===== src/bor_params.svh =====
`ifndef BOR_PARAMS_SVH
`define BOR_PARAMS_SVH

// register byte offset inside the host controller space
`define BOR_OFF_OPTIONS   8'h20

// field positions inside the options quadlet
`define BOR_BIT_IRM       31
`define BOR_BIT_CM        30
`define BOR_BIT_ISO       29
`define BOR_BIT_BM        28
`define BOR_BIT_PM        27
`define BOR_ACC_MSB       23
`define BOR_ACC_LSB       16
`define BOR_REC_MSB       15
`define BOR_REC_LSB       12
`define BOR_GEN_MSB       7
`define BOR_GEN_LSB       6
`define BOR_SPD_MSB       2
`define BOR_SPD_LSB       0

// reset values
`define BOR_RST_FLAG      1'b0
`define BOR_RST_ACC       8'h00
`define BOR_RST_REC       4'hb
`define BOR_RST_GEN       2'h0
`define BOR_RST_RSV3      3'h0
`define BOR_RST_RSV4      4'h0
`define BOR_LINK_SPEED    3'h3

// bus timing: ack follows the request by one edge
`define BOR_ACK_LAT       1

`endif


===== src/bor_pkg.sv =====
package bor_pkg;

  // layout of the options quadlet, msb first
  typedef struct packed {
    logic       irm_cap;    // isochronous resource manager capable
    logic       cm_cap;     // cycle master capable
    logic       iso_cap;    // isochronous capable
    logic       bm_cap;     // bus manager capable
    logic       pm_cap;     // power management capable
    logic [2:0] rsv_hi;     // always zero
    logic [7:0] clk_acc;    // cycle master accuracy, ppm
    logic [3:0] max_rec;    // block request size code
    logic [3:0] rsv_mid;    // always zero
    logic [1:0] gen;        // generation counter
    logic [2:0] rsv_lo;     // always zero
    logic [2:0] link_spd;   // fixed link speed code
  } bor_opts_t;

  // block write request offered for length checking
  typedef struct packed {
    logic        valid;     // request present this cycle
    logic [16:0] len;       // payload length in bytes
  } bor_req_t;

  // verdict on a block write request
  typedef struct packed {
    logic valid;            // verdict present this cycle
    logic type_err;         // length above the byte limit
  } bor_verdict_t;

  // wishbone slave states, one-hot
  typedef enum logic [1:0] {
    BS_IDLE = 2'b01,
    BS_ACK  = 2'b10
  } bor_bus_st_t;

endpackage : bor_pkg


===== src/bor_top.sv =====
`include "bor_params.svh"

module bor_top
#(
  parameter int          ADR_W   = 8,             // byte address width
  parameter logic [3:0]  REC_RST = `BOR_RST_REC   // size code after reset
)(
  input  wire logic               clk_i,
  input  wire logic               rst_i,
  input  wire logic               soft_rst_i,
  input  wire logic               cyc_i,
  input  wire logic               stb_i,
  input  wire logic               we_i,
  input  wire logic [ADR_W-1:0]   adr_i,
  input  wire logic [3:0]         sel_i,
  input  wire logic [31:0]        dat_i,
  output logic      [31:0]        dat_o,
  output logic                    ack_o,
  input  wire bor_pkg::bor_req_t  req_i,
  output bor_pkg::bor_verdict_t   verdict_o,
  output logic      [31:0]        quadlet_o,
  output logic      [16:0]        rec_bytes_o
);

  import bor_pkg::*;

  ////////////////////////////////////////////////////////////////////////////
  // elaboration checks

  // the decode needs the full offset, and codes below 8 are unusable
  generate
    if (ADR_W < 6)
    begin : g_bad_adr
      $error("address too narrow for the register offset");
    end
    if (REC_RST < 4'h8)
    begin : g_bad_rec
      $error("reset size code gives a limit under 512 bytes");
    end
  endgenerate

  ////////////////////////////////////////////////////////////////////////////
  // helpers

  // byte limit for a size code: 2^(code+1)
  function automatic logic [16:0] rec_limit(input logic [3:0] code);
    logic [16:0] lim;
    lim = 17'h00001 << (code + 5'h01);
    return lim;
  endfunction : rec_limit

  // merge new data into old under byte enables
  function automatic logic [31:0] merge(input logic [31:0] old_v,
                                        input logic [31:0] new_v,
                                        input logic [3:0]  sel);
    logic [31:0] res;
    res = old_v;
    for (int b = 0; b < 4; b++)
    begin
      if (sel[b])
      begin
        res[b*8 +: 8] = new_v[b*8 +: 8];
      end
    end
    return res;
  endfunction : merge

  ////////////////////////////////////////////////////////////////////////////
  // declarations

  bor_bus_st_t  st_q;          // wishbone slave state
  bor_bus_st_t  st_d;
  logic [31:0]  rdat_q;        // read data, held with ack
  logic [31:0]  rdat_d;
  bor_opts_t    opts_q;        // stored options fields
  bor_opts_t    opts_d;
  bor_opts_t    opts_wr;       // options as a write would leave them
  bor_verdict_t verd_q;        // length verdict
  bor_verdict_t verd_d;
  logic         req_live;      // request waiting, not yet acked
  logic         hit;           // address decodes to the options word
  logic [31:0]  wr_word;       // merged write value

  ////////////////////////////////////////////////////////////////////////////
  // bus decode

  // any access inside the options word hits, whatever the low two address bits
  assign req_live = cyc_i && stb_i && (st_q == BS_IDLE);
  assign hit      = (adr_i[ADR_W-1:2] == (ADR_W-2)'(`BOR_OFF_OPTIONS >> 2));
  assign wr_word  = merge(opts_q, dat_i, sel_i);

  ////////////////////////////////////////////////////////////////////////////
  // wishbone slave: next state

  // ack one edge after the request, then drop for one cycle so a
  // master holding stb through ack is never answered twice
  always_comb
  begin
    st_d   = st_q;
    rdat_d = rdat_q;
    unique case (st_q)
      BS_IDLE:
      begin
        if (req_live)
        begin
          st_d = BS_ACK;
          // unmapped or write reads back as zero
          if (hit && !we_i)
          begin
            rdat_d = opts_q;
          end
          else
          begin
            rdat_d = 32'h0000_0000;
          end
        end
      end
      BS_ACK:
      begin
        st_d = BS_IDLE;
      end
    endcase
  end

  // wishbone slave: registers
  always_ff @(posedge clk_i)
  begin
    if (rst_i)
    begin
      st_q   <= BS_IDLE;
      rdat_q <= 32'h0000_0000;
    end
    else
    begin
      st_q   <= st_d;
      rdat_q <= rdat_d;
    end
  end

  assign ack_o = (st_q == BS_ACK);
  assign dat_o = rdat_q;

  ////////////////////////////////////////////////////////////////////////////
  // options register: next value

  // writes land on the edge of the ack, read-only fields are forced
  always_comb
  begin
    opts_wr          = wr_word;
    opts_wr.rsv_hi   = `BOR_RST_RSV3;
    opts_wr.rsv_mid  = `BOR_RST_RSV4;
    opts_wr.rsv_lo   = `BOR_RST_RSV3;
    opts_wr.link_spd = `BOR_LINK_SPEED;
    opts_d           = opts_q;
    // soft reset clears the flags, accuracy and generation, keeping the size code
    if (soft_rst_i)
    begin
      opts_d.irm_cap = `BOR_RST_FLAG;
      opts_d.cm_cap  = `BOR_RST_FLAG;
      opts_d.iso_cap = `BOR_RST_FLAG;
      opts_d.bm_cap  = `BOR_RST_FLAG;
      opts_d.pm_cap  = `BOR_RST_FLAG;
      opts_d.clk_acc = `BOR_RST_ACC;
      opts_d.gen     = `BOR_RST_GEN;
      // size code left as it is
      opts_d.max_rec = opts_q.max_rec;
    end
    else if (req_live && hit && we_i)
    begin
      // every rw field in an enabled byte takes the host value, including the size code
      opts_d = opts_wr;
    end
  end

  // options register: storage, hardware reset to 0000_b003
  always_ff @(posedge clk_i)
  begin
    if (rst_i)
    begin
      opts_q.irm_cap  <= `BOR_RST_FLAG;
      opts_q.cm_cap   <= `BOR_RST_FLAG;
      opts_q.iso_cap  <= `BOR_RST_FLAG;
      opts_q.bm_cap   <= `BOR_RST_FLAG;
      opts_q.pm_cap   <= `BOR_RST_FLAG;
      opts_q.rsv_hi   <= `BOR_RST_RSV3;
      opts_q.clk_acc  <= `BOR_RST_ACC;
      opts_q.max_rec  <= REC_RST;
      opts_q.rsv_mid  <= `BOR_RST_RSV4;
      // generation is undefined after reset; zero is chosen
      opts_q.gen      <= `BOR_RST_GEN;
      opts_q.rsv_lo   <= `BOR_RST_RSV3;
      opts_q.link_spd <= `BOR_LINK_SPEED;
    end
    else
    begin
      opts_q <= opts_d;
    end
  end

  // same flops feed the remote bus info block view
  assign quadlet_o   = opts_q;
  // no check on the code: a limit under 512 is software's fault
  assign rec_bytes_o = rec_limit(opts_q.max_rec);

  ////////////////////////////////////////////////////////////////////////////
  // block write length check: next value

  // verdict one edge after the request, against the current code
  always_comb
  begin
    verd_d.valid    = req_i.valid;
    verd_d.type_err = req_i.valid && (req_i.len > rec_limit(opts_q.max_rec));
  end

  // length check: registers
  always_ff @(posedge clk_i)
  begin
    if (rst_i)
    begin
      verd_q <= '0;
    end
    else
    begin
      verd_q <= verd_d;
    end
  end

  assign verdict_o = verd_q;

  ////////////////////////////////////////////////////////////////////////////
  // assertions

  // reset leaves the documented pattern; generation bits are not checked
  property p_rst_val;
    @(posedge clk_i) disable iff (1'b0)
    rst_i |=> (quadlet_o[31:8] == {16'h0000, REC_RST, 4'h0})
      && (quadlet_o[5:0] == 6'h03);
  endproperty
  a_rst_val: assert property (p_rst_val) else $error("bad reset value");

  // a request is answered on the next edge
  property p_ack_lat;
    @(posedge clk_i) disable iff (rst_i)
    (cyc_i && stb_i && !ack_o) |=> ack_o;
  endproperty
  a_ack_lat: assert property (p_ack_lat) else $error("ack late");

  // ack is a single-cycle pulse
  property p_ack_pulse;
    @(posedge clk_i) disable iff (rst_i)
    ack_o |=> !ack_o;
  endproperty
  a_ack_pulse: assert property (p_ack_pulse) else $error("ack held");

  // flag byte write lands on the flags
  property p_flags_wr;
    @(posedge clk_i) disable iff (rst_i)
    (req_live && hit && we_i && sel_i[3] && !soft_rst_i)
      |=> quadlet_o[31:27] == $past(dat_i[31:27]);
  endproperty
  a_flags_wr: assert property (p_flags_wr) else $error("flag write lost");

  // reserved bits and speed never change
  property p_rsv_zero;
    @(posedge clk_i) disable iff (rst_i)
    ##1 (quadlet_o[26:24] == 3'h0) && (quadlet_o[11:8] == 4'h0) && (quadlet_o[5:0] == 6'h03);
  endproperty
  a_rsv_zero: assert property (p_rsv_zero) else $error("reserved bit set");

  // accuracy byte write lands
  property p_acc_wr;
    @(posedge clk_i) disable iff (rst_i)
    (req_live && hit && we_i && sel_i[2] && !soft_rst_i)
      |=> quadlet_o[23:16] == $past(dat_i[23:16]);
  endproperty
  a_acc_wr: assert property (p_acc_wr) else $error("accuracy write lost");

  // size code byte write lands on the code
  property p_rec_wr;
    @(posedge clk_i) disable iff (rst_i)
    (req_live && hit && we_i && sel_i[1] && !soft_rst_i)
      |=> quadlet_o[15:12] == $past(dat_i[15:12]);
  endproperty
  a_rec_wr: assert property (p_rec_wr) else $error("size code write lost");

  // without a write or a soft reset the quadlet holds still
  property p_hold;
    @(posedge clk_i) disable iff (rst_i)
    !(req_live && hit && we_i) && !soft_rst_i |=> $stable(quadlet_o);
  endproperty
  a_hold: assert property (p_hold) else $error("quadlet changed unasked");

  // soft reset clears flags yet keeps the size code
  property p_soft_keep;
    @(posedge clk_i) disable iff (rst_i)
    soft_rst_i |=> (quadlet_o[31:27] == 5'h00) && (quadlet_o[23:16] == 8'h00)
      && (quadlet_o[15:12] == $past(quadlet_o[15:12]));
  endproperty
  a_soft_keep: assert property (p_soft_keep) else $error("soft reset hit code");

  // read data matches the register at ack
  property p_rd_data;
    @(posedge clk_i) disable iff (rst_i)
    (req_live && !we_i) |=> ack_o && (dat_o == ($past(hit) ? $past(quadlet_o) : 32'h0));
  endproperty
  a_rd_data: assert property (p_rd_data) else $error("read data wrong");

  // byte limit follows the code
  property p_limit;
    @(posedge clk_i) disable iff (rst_i)
    ##1 rec_bytes_o == (17'h00002 << quadlet_o[15:12]);
  endproperty
  a_limit: assert property (p_limit) else $error("byte limit wrong");

  // verdict a cycle later, error only above the limit
  property p_verdict;
    @(posedge clk_i) disable iff (rst_i)
    req_i.valid |=> verdict_o.valid
      && (verdict_o.type_err == ($past(req_i.len) > $past(rec_bytes_o)));
  endproperty
  a_verdict: assert property (p_verdict) else $error("length verdict wrong");

  // no verdict without a request
  property p_no_verdict;
    @(posedge clk_i) disable iff (rst_i)
    !req_i.valid |=> !verdict_o.valid && !verdict_o.type_err;
  endproperty
  a_no_verdict: assert property (p_no_verdict) else $error("spurious verdict");

endmodule : bor_top


===== config.mk =====
export PLATFORM = sky130hd
export DESIGN_NAME = bor_top
export DESIGN_NICKNAME = d
export VERILOG_FILES = /design/src/bor_pkg.sv /design/src/bor_top.sv
export VERILOG_INCLUDE_DIRS = /design/src /design/src/src
export SDC_FILE = /design/constraint.sdc
export NUM_CORES = 1
export LEC_CHECK = 0
export ABC_AREA = 1
export BUFFER_PORTS_ARGS = -buffer_cell sky130_fd_sc_hd__buf_2
export CORE_UTILIZATION = 40
export CTS_CLUSTER_DIAMETER = 200
export DETAILED_ROUTE_END_ITERATION = 10
export PLACE_DENSITY = 0.78
export SLEW_MARGIN = 30
export SYNTH_ARGS = -nofsm -noshare
export SYNTH_HDL_FRONTEND = slang
export SYNTH_SLANG_ARGS = --single-unit

===== constraint.sdc =====
create_clock -name clk_i -period 1.9 [get_ports clk_i]
set_input_delay 0.19 -clock clk_i [delete_from_list [all_inputs] [get_ports clk_i]]
set_output_delay 0.19 -clock clk_i [all_outputs]
set_load 0.03 [all_outputs]

# Word level (Yosys, flattened, before mapping)
# Index checks and enable logic that the tools add are counted.
[totals]
register_bits = 55
in_bits = 68
out_inout_bits = 84
word_cells = 36
[classes]
n_addsub = 1
n_lt_le_gt_ge = 1
eq_ne = 4
shifts = 1
muxes = 3
bitwise_logic = 1
n_reduce_logical = 13
[ops]
columns = ["op", "n"]
rows = [
  ["32-bit two-way mux", 1],
  ["17-bit greater-than comparator", 1],
  ["1-bit by 5-bit << shifter with 17-bit output, first input constant", 1],
  ["2-bit AND reduction", 4],
  ["6-bit by 4-bit == test with 1-bit output, second input constant", 1],
  ["1-bit logical AND", 6],
  ["4-bit by 1-bit adder with 5-bit output, second input constant", 1],
  ["2-bit case mux with 2 select lines", 1],
  ["3-bit AND reduction", 1],
  ["2-bit by 1-bit == test with 1-bit output, second input constant", 1],
  ["2-bit == test, second input constant", 1],
  ["2-bit two-way mux", 1],
  ["2-bit != test, second input constant", 1],
  ["2-bit OR reduction", 1],
  ["1-bit logical NOT", 1],
  ["1-bit inverter", 1],
]

# Logic depth before layout (Yosys ltp)
[depth]
depth_word = 5
mapped_depth = 16
mapped_depth_nobuf = 16

# Least setup slack after synthesis
# No wires, ideal clock.
[synth_timing]
path_kind = "reg2reg"
from = "reg opts_q, in the netlist quadlet_o[14]"
to = "reg verd_q, in the netlist verdict_o[0]"
setup_time_ns = 0.070
t_arrival_ns = 2.268
required_ns = 1.830
path_slack_ns = -0.437
path_stages_with_launch = 13
path_buffers = 0
synth_period_minus_slack_ns = 2.337
cell_sequence = "dfxtp_1 -> inv_1 -> nor2_1 -> inv_1 -> nor2_1 -> inv_1 -> ha_1 -> nand2_1 -> nor2_1 -> nand2_1 -> nor3_1 -> nor2_1 -> a21oi_1"
[synth_via]
elab_chain_cells = 4
[synth_rtl]
columns = ["item", "line_no", "rtl"]
rows = [
  ["start, declared", "bor_top.sv:75", "bor_opts_t opts_q;"],
  ["start signal, assigned", "bor_top.sv:196", "opts_q <= opts_d;"],
  ["4-bit by 1-bit adder with 5-bit output", "--", ""],
  ["1-bit by 5-bit << shifter with 17-bit output", "--", ""],
  ["named net rec_bytes_o[8]", "bor_top.sv:22", "output logic [16:0] rec_bytes_o"],
  ["17-bit greater-than comparator", "bor_top.sv:212", "verd_d.type_err = req_i.valid && (req_i.len > rec_limit(opts_q.max_rec));"],
  ["1-bit logical AND", "bor_top.sv:212", ""],
  ["end signal, assigned", "bor_top.sv:224", "verd_q <= verd_d;"],
  ["end, declared", "bor_top.sv:78", "bor_verdict_t verd_q;"],
]
# The timed path passes the listed nets, and every way through them passes these cells.
# A chain may end at the register's enable or synchronous reset.

# Worst setup path after layout
[layout_timing]
from = "reg opts_q, in the netlist quadlet_o[14]"
to = "reg verd_q, in the netlist verdict_o[0]"
[layout_via]
elab_chain_cells = 4
[layout_rtl]
columns = ["item", "line_no", "rtl"]
rows = [
  ["4-bit by 1-bit adder with 5-bit output", "bor_top.sv:48", "lim = 17'h00001 << (code + 5'h01);"],
  ["1-bit by 5-bit << shifter with 17-bit output", "bor_top.sv:48", ""],
  ["17-bit greater-than comparator", "bor_top.sv:212", ""],
  ["1-bit logical AND", "bor_top.sv:212", ""],
]
# No other way between the ends.

==> reports/metrics.yaml <==
outcome: "complete, no violations"
critical_path_peak_fanout: 6
crit_path_top_delay_cell: "sky130_fd_sc_hd__dfxtp_4"
share_of_layout_cells_above_drive_strength_1: 0.403
cts_hold_buffers: 0
timing.final.crit_period_ns: 1.88
detailroute.via_count: 2608
most-common-layout-cells: "sky130_fd_sc_hd__buf_2 (111), sky130_fd_sc_hd__nand2_1 (67), sky130_fd_sc_hd__dfxtp_1 (39), sky130_fd_sc_hd__inv_1 (29)"
finish.net_count: 553
clk_latency_ns: 0.30
fp.dieW_um: 81.5
grt_overflow: 0
clk_root_buffer_cell: "sky130_fd_sc_hd__clkbuf_8"
p_comb_frac: 0.146
synth_sequential_area_ratio: 0.341
worst_path_dominant_cell_family: "simple AND/OR/NAND/NOR gates"
power.internal_w: 0.00138
clock.fmax_ghz: 0.531
hold_path.class: "primary input to flip-flop"
grt_start_max_net_pins: 24
timing.hold.worst_endpoint: "quadlet_o[14]"
layout_commonest_cell: "sky130_fd_sc_hd__buf_2"
power.density_nw_per_um2: 554
hold_path_depth: 3
design.die.area_um2: 6640
totalWireLength_um: 6620
reg2reg_slack_ns: 0.02
post_drt_via_cell_ratio: 4.79
worstHoldStart: "dat_i[14]"
leakage_nw: 1.60
seq_power_share: 0.478
synth.yosys.warnings: 0
mappedNetlistArea_um2: 2530
worstMarginPinSlew_ns: 0.621
grt_util_all_layers: 0.191
critical_path.cell_chain: "clkinvlp_4 > nor2_2 > inv_2 > nor2_4 > inv_2 > ha_4 > nand2_2 > nor2_2 > nand2_1 > nor3_2 > nor2_1 > a21oi_1"
dpl.cell_count: 534
numPortBuffers: 111
detail_route.wl_per_cell_um: 12.2
antennaDiodeCount: 0
gpl.final_weighted_congestion: 0.812
post_place_setup_slack_ns: -0.0159
stdcell_count: 544
clkTransAtPathRegs_ns: 0.08
r2r-end: "verdict_o[0]"
firstDrtPassIters: 4
p_total_w: 0.00190
cts-buffers-inserted: 5
final_min_period_over_clock_period: 0.992
total_net_switching_power_w: 0.000517
h-tree-depth: 2
p_clk_frac: 0.376
max_slew_margin: 0.586
max_stage_delay_ns: 0.40
power.share.switching: 0.272
wire_length_of_the_first_global_routing_pass_um: 9620
fin_worst_skew_ns: 0.00669
vdd.ir_drop.worst_mv: 0.400
area_delta_synth_final_pct: 35.6
r2r_cells: 12
floorplan.io_pins: 152
first_global_vias: 2167
synth_cells: 357
max_cap_viol_count: 0
place_area_um2: 3180
postLayoutCoreUtil: 0.572
antenna_found_initial: 0
tritoncts_num_sinks: 43
syn_avg_cell_area_um2: 7.08
crit_arrival_ns: 2.11
synth.lib_cells_used.distinct: 21
crit_type: "flip-flop to flip-flop"
rsz0062_at_grt: "yes"
regToRegStartpoint: "quadlet_o[14]"
crit_required_ns: 2.13
timing.final.setup_violations: 0
core-area_um2: 5990
post-route-cell-area_um2: 3430
detailedPlacementHpwl_um: 5100
final-hold-violation-count: 0
tritoncts: "done"
critPathBufInv: 3
floorplan.initialDensity: 0.422
drt-initial-drc-count: 110
number_of_buffers_between_clock_root_and_the_deepest_sink: 2
die_y_um: 81.5
rows: 28
drc: 0
worst_slack_ns: 0.0158
ys_seq_elements: 43
timing.final.max_slew_violations: 0
timing.critical_path.to_type: "flip-flop"
worst_setup_path_start_kind: "flip-flop"
final_antenna_net_count: 0
==> what timing repair did <==
item / 4_1_cts / 5_1_grt
pin swaps: 1 / 16
buffers inserted: 0 / 2
gates cloned: 0 / 0
endpoints found under the setup margin: 1 / 1
gates resized for setup: 2 / 37
==> Yosys cell counts (all sizes together) <==
cell type	count	area, um^2
nand3	29	175
a21boi	15	113
ha	17	213
nand2	71	267
nand4	19	119
a21o	2	15.0
conb	2	7.51
a21oi	25	125
inv	45	169
clkbuf	9	33.8
nor3	2	10.0
nor2	46	180
buf	32	239
dfxtp	43	861
==> sequential cells by signal, summed over array words and instances, names as in the netlist <==
name / count
verdict_o: 2
st_q: 2
quadlet_o: 19
dat_o: 20
==> worst register-to-register path: stages, from the launching register on <==
cell and delay, ns:
sky130_fd_sc_hd__dfxtp_4 0.40, sky130_fd_sc_hd__clkinvlp_4 0.17, sky130_fd_sc_hd__nor2_2 0.14, sky130_fd_sc_hd__inv_2 0.08
sky130_fd_sc_hd__nor2_4 0.13, sky130_fd_sc_hd__inv_2 0.05, sky130_fd_sc_hd__ha_4 0.26, sky130_fd_sc_hd__nand2_2 0.07
sky130_fd_sc_hd__nor2_2 0.13, sky130_fd_sc_hd__nand2_1 0.09, sky130_fd_sc_hd__nor3_2 0.11, sky130_fd_sc_hd__nor2_1 0.07
sky130_fd_sc_hd__a21oi_1 0.13
==> metrics by stage <==
stage / setup TNS [ns] / hold slack, ns
after floorplan: -0.0340 / 0.272
after global placement: 0 / 0.419
after detailed placement: -0.0159 / 0.422
after CTS: 0 / 0.108
after global routing: -0.123 / 0.130
final: 0 / 0.116
==> metal layers <==
layer	GRT usage	wire length [um]
met2	0.324	3190
met1	0.231	2910
met5	0	0
met3	0.0589	454
met4	0.0518	68
==> power groups by stage <==
stage / clock [W] / combinational [W] / sequential (W)
floorplan: 0 / 0.000210 / 0.000934
global placement: 0 / 0.000255 / 0.000929
detailed placement: 0 / 0.000261 / 0.000930
CTS: 0.000727 / 0.000262 / 0.000908
global route: 0.000767 / 0.000307 / 0.000908
finish: 0.000714 / 0.000277 / 0.000907
==> final cells by class <==
class | instances | area [um^2]
well taps | 75 | 93.8
multi-input cells | 252 | 1540
repair buffers | 121 | 631
clock buffers | 5 | 68.8
flip-flops and latches | 43 | 876
clock inverters | 3 | 43.8
fillers | 565 | 2560
inverters | 45 | 176
==> cells by family (layout without fill, tap and decap cells) <==
group	Yosys count	in the layout	share of synthesized area
and+or+nand+nor	167	167	0.297
buffers and inverters	86	174	0.175
DFF	43	43	0.341
AOI/OAI and AO/OA	42	42	0.100
adders and majority gates	17	17	0.0842
other	2	26	0.00297
==> how the worst max path moves through the flow <==
stage	start	end	slack, ns	cells after the start
final	quadlet_o[14]	verdict_o[0]	0.02	12
after floorplan	quadlet_o[15]	verdict_o[0]	-0.03	10
after global placement	quadlet_o[13]	verdict_o[0]	0.08	14
after CTS	quadlet_o[13]	verdict_o[0]	0.02	14
after global routing	quadlet_o[12]	verdict_o[0]	-0.12	12
after detailed placement	quadlet_o[13]	verdict_o[0]	-0.02	14
No activity file was read; power rests on OpenSTA's default activity.
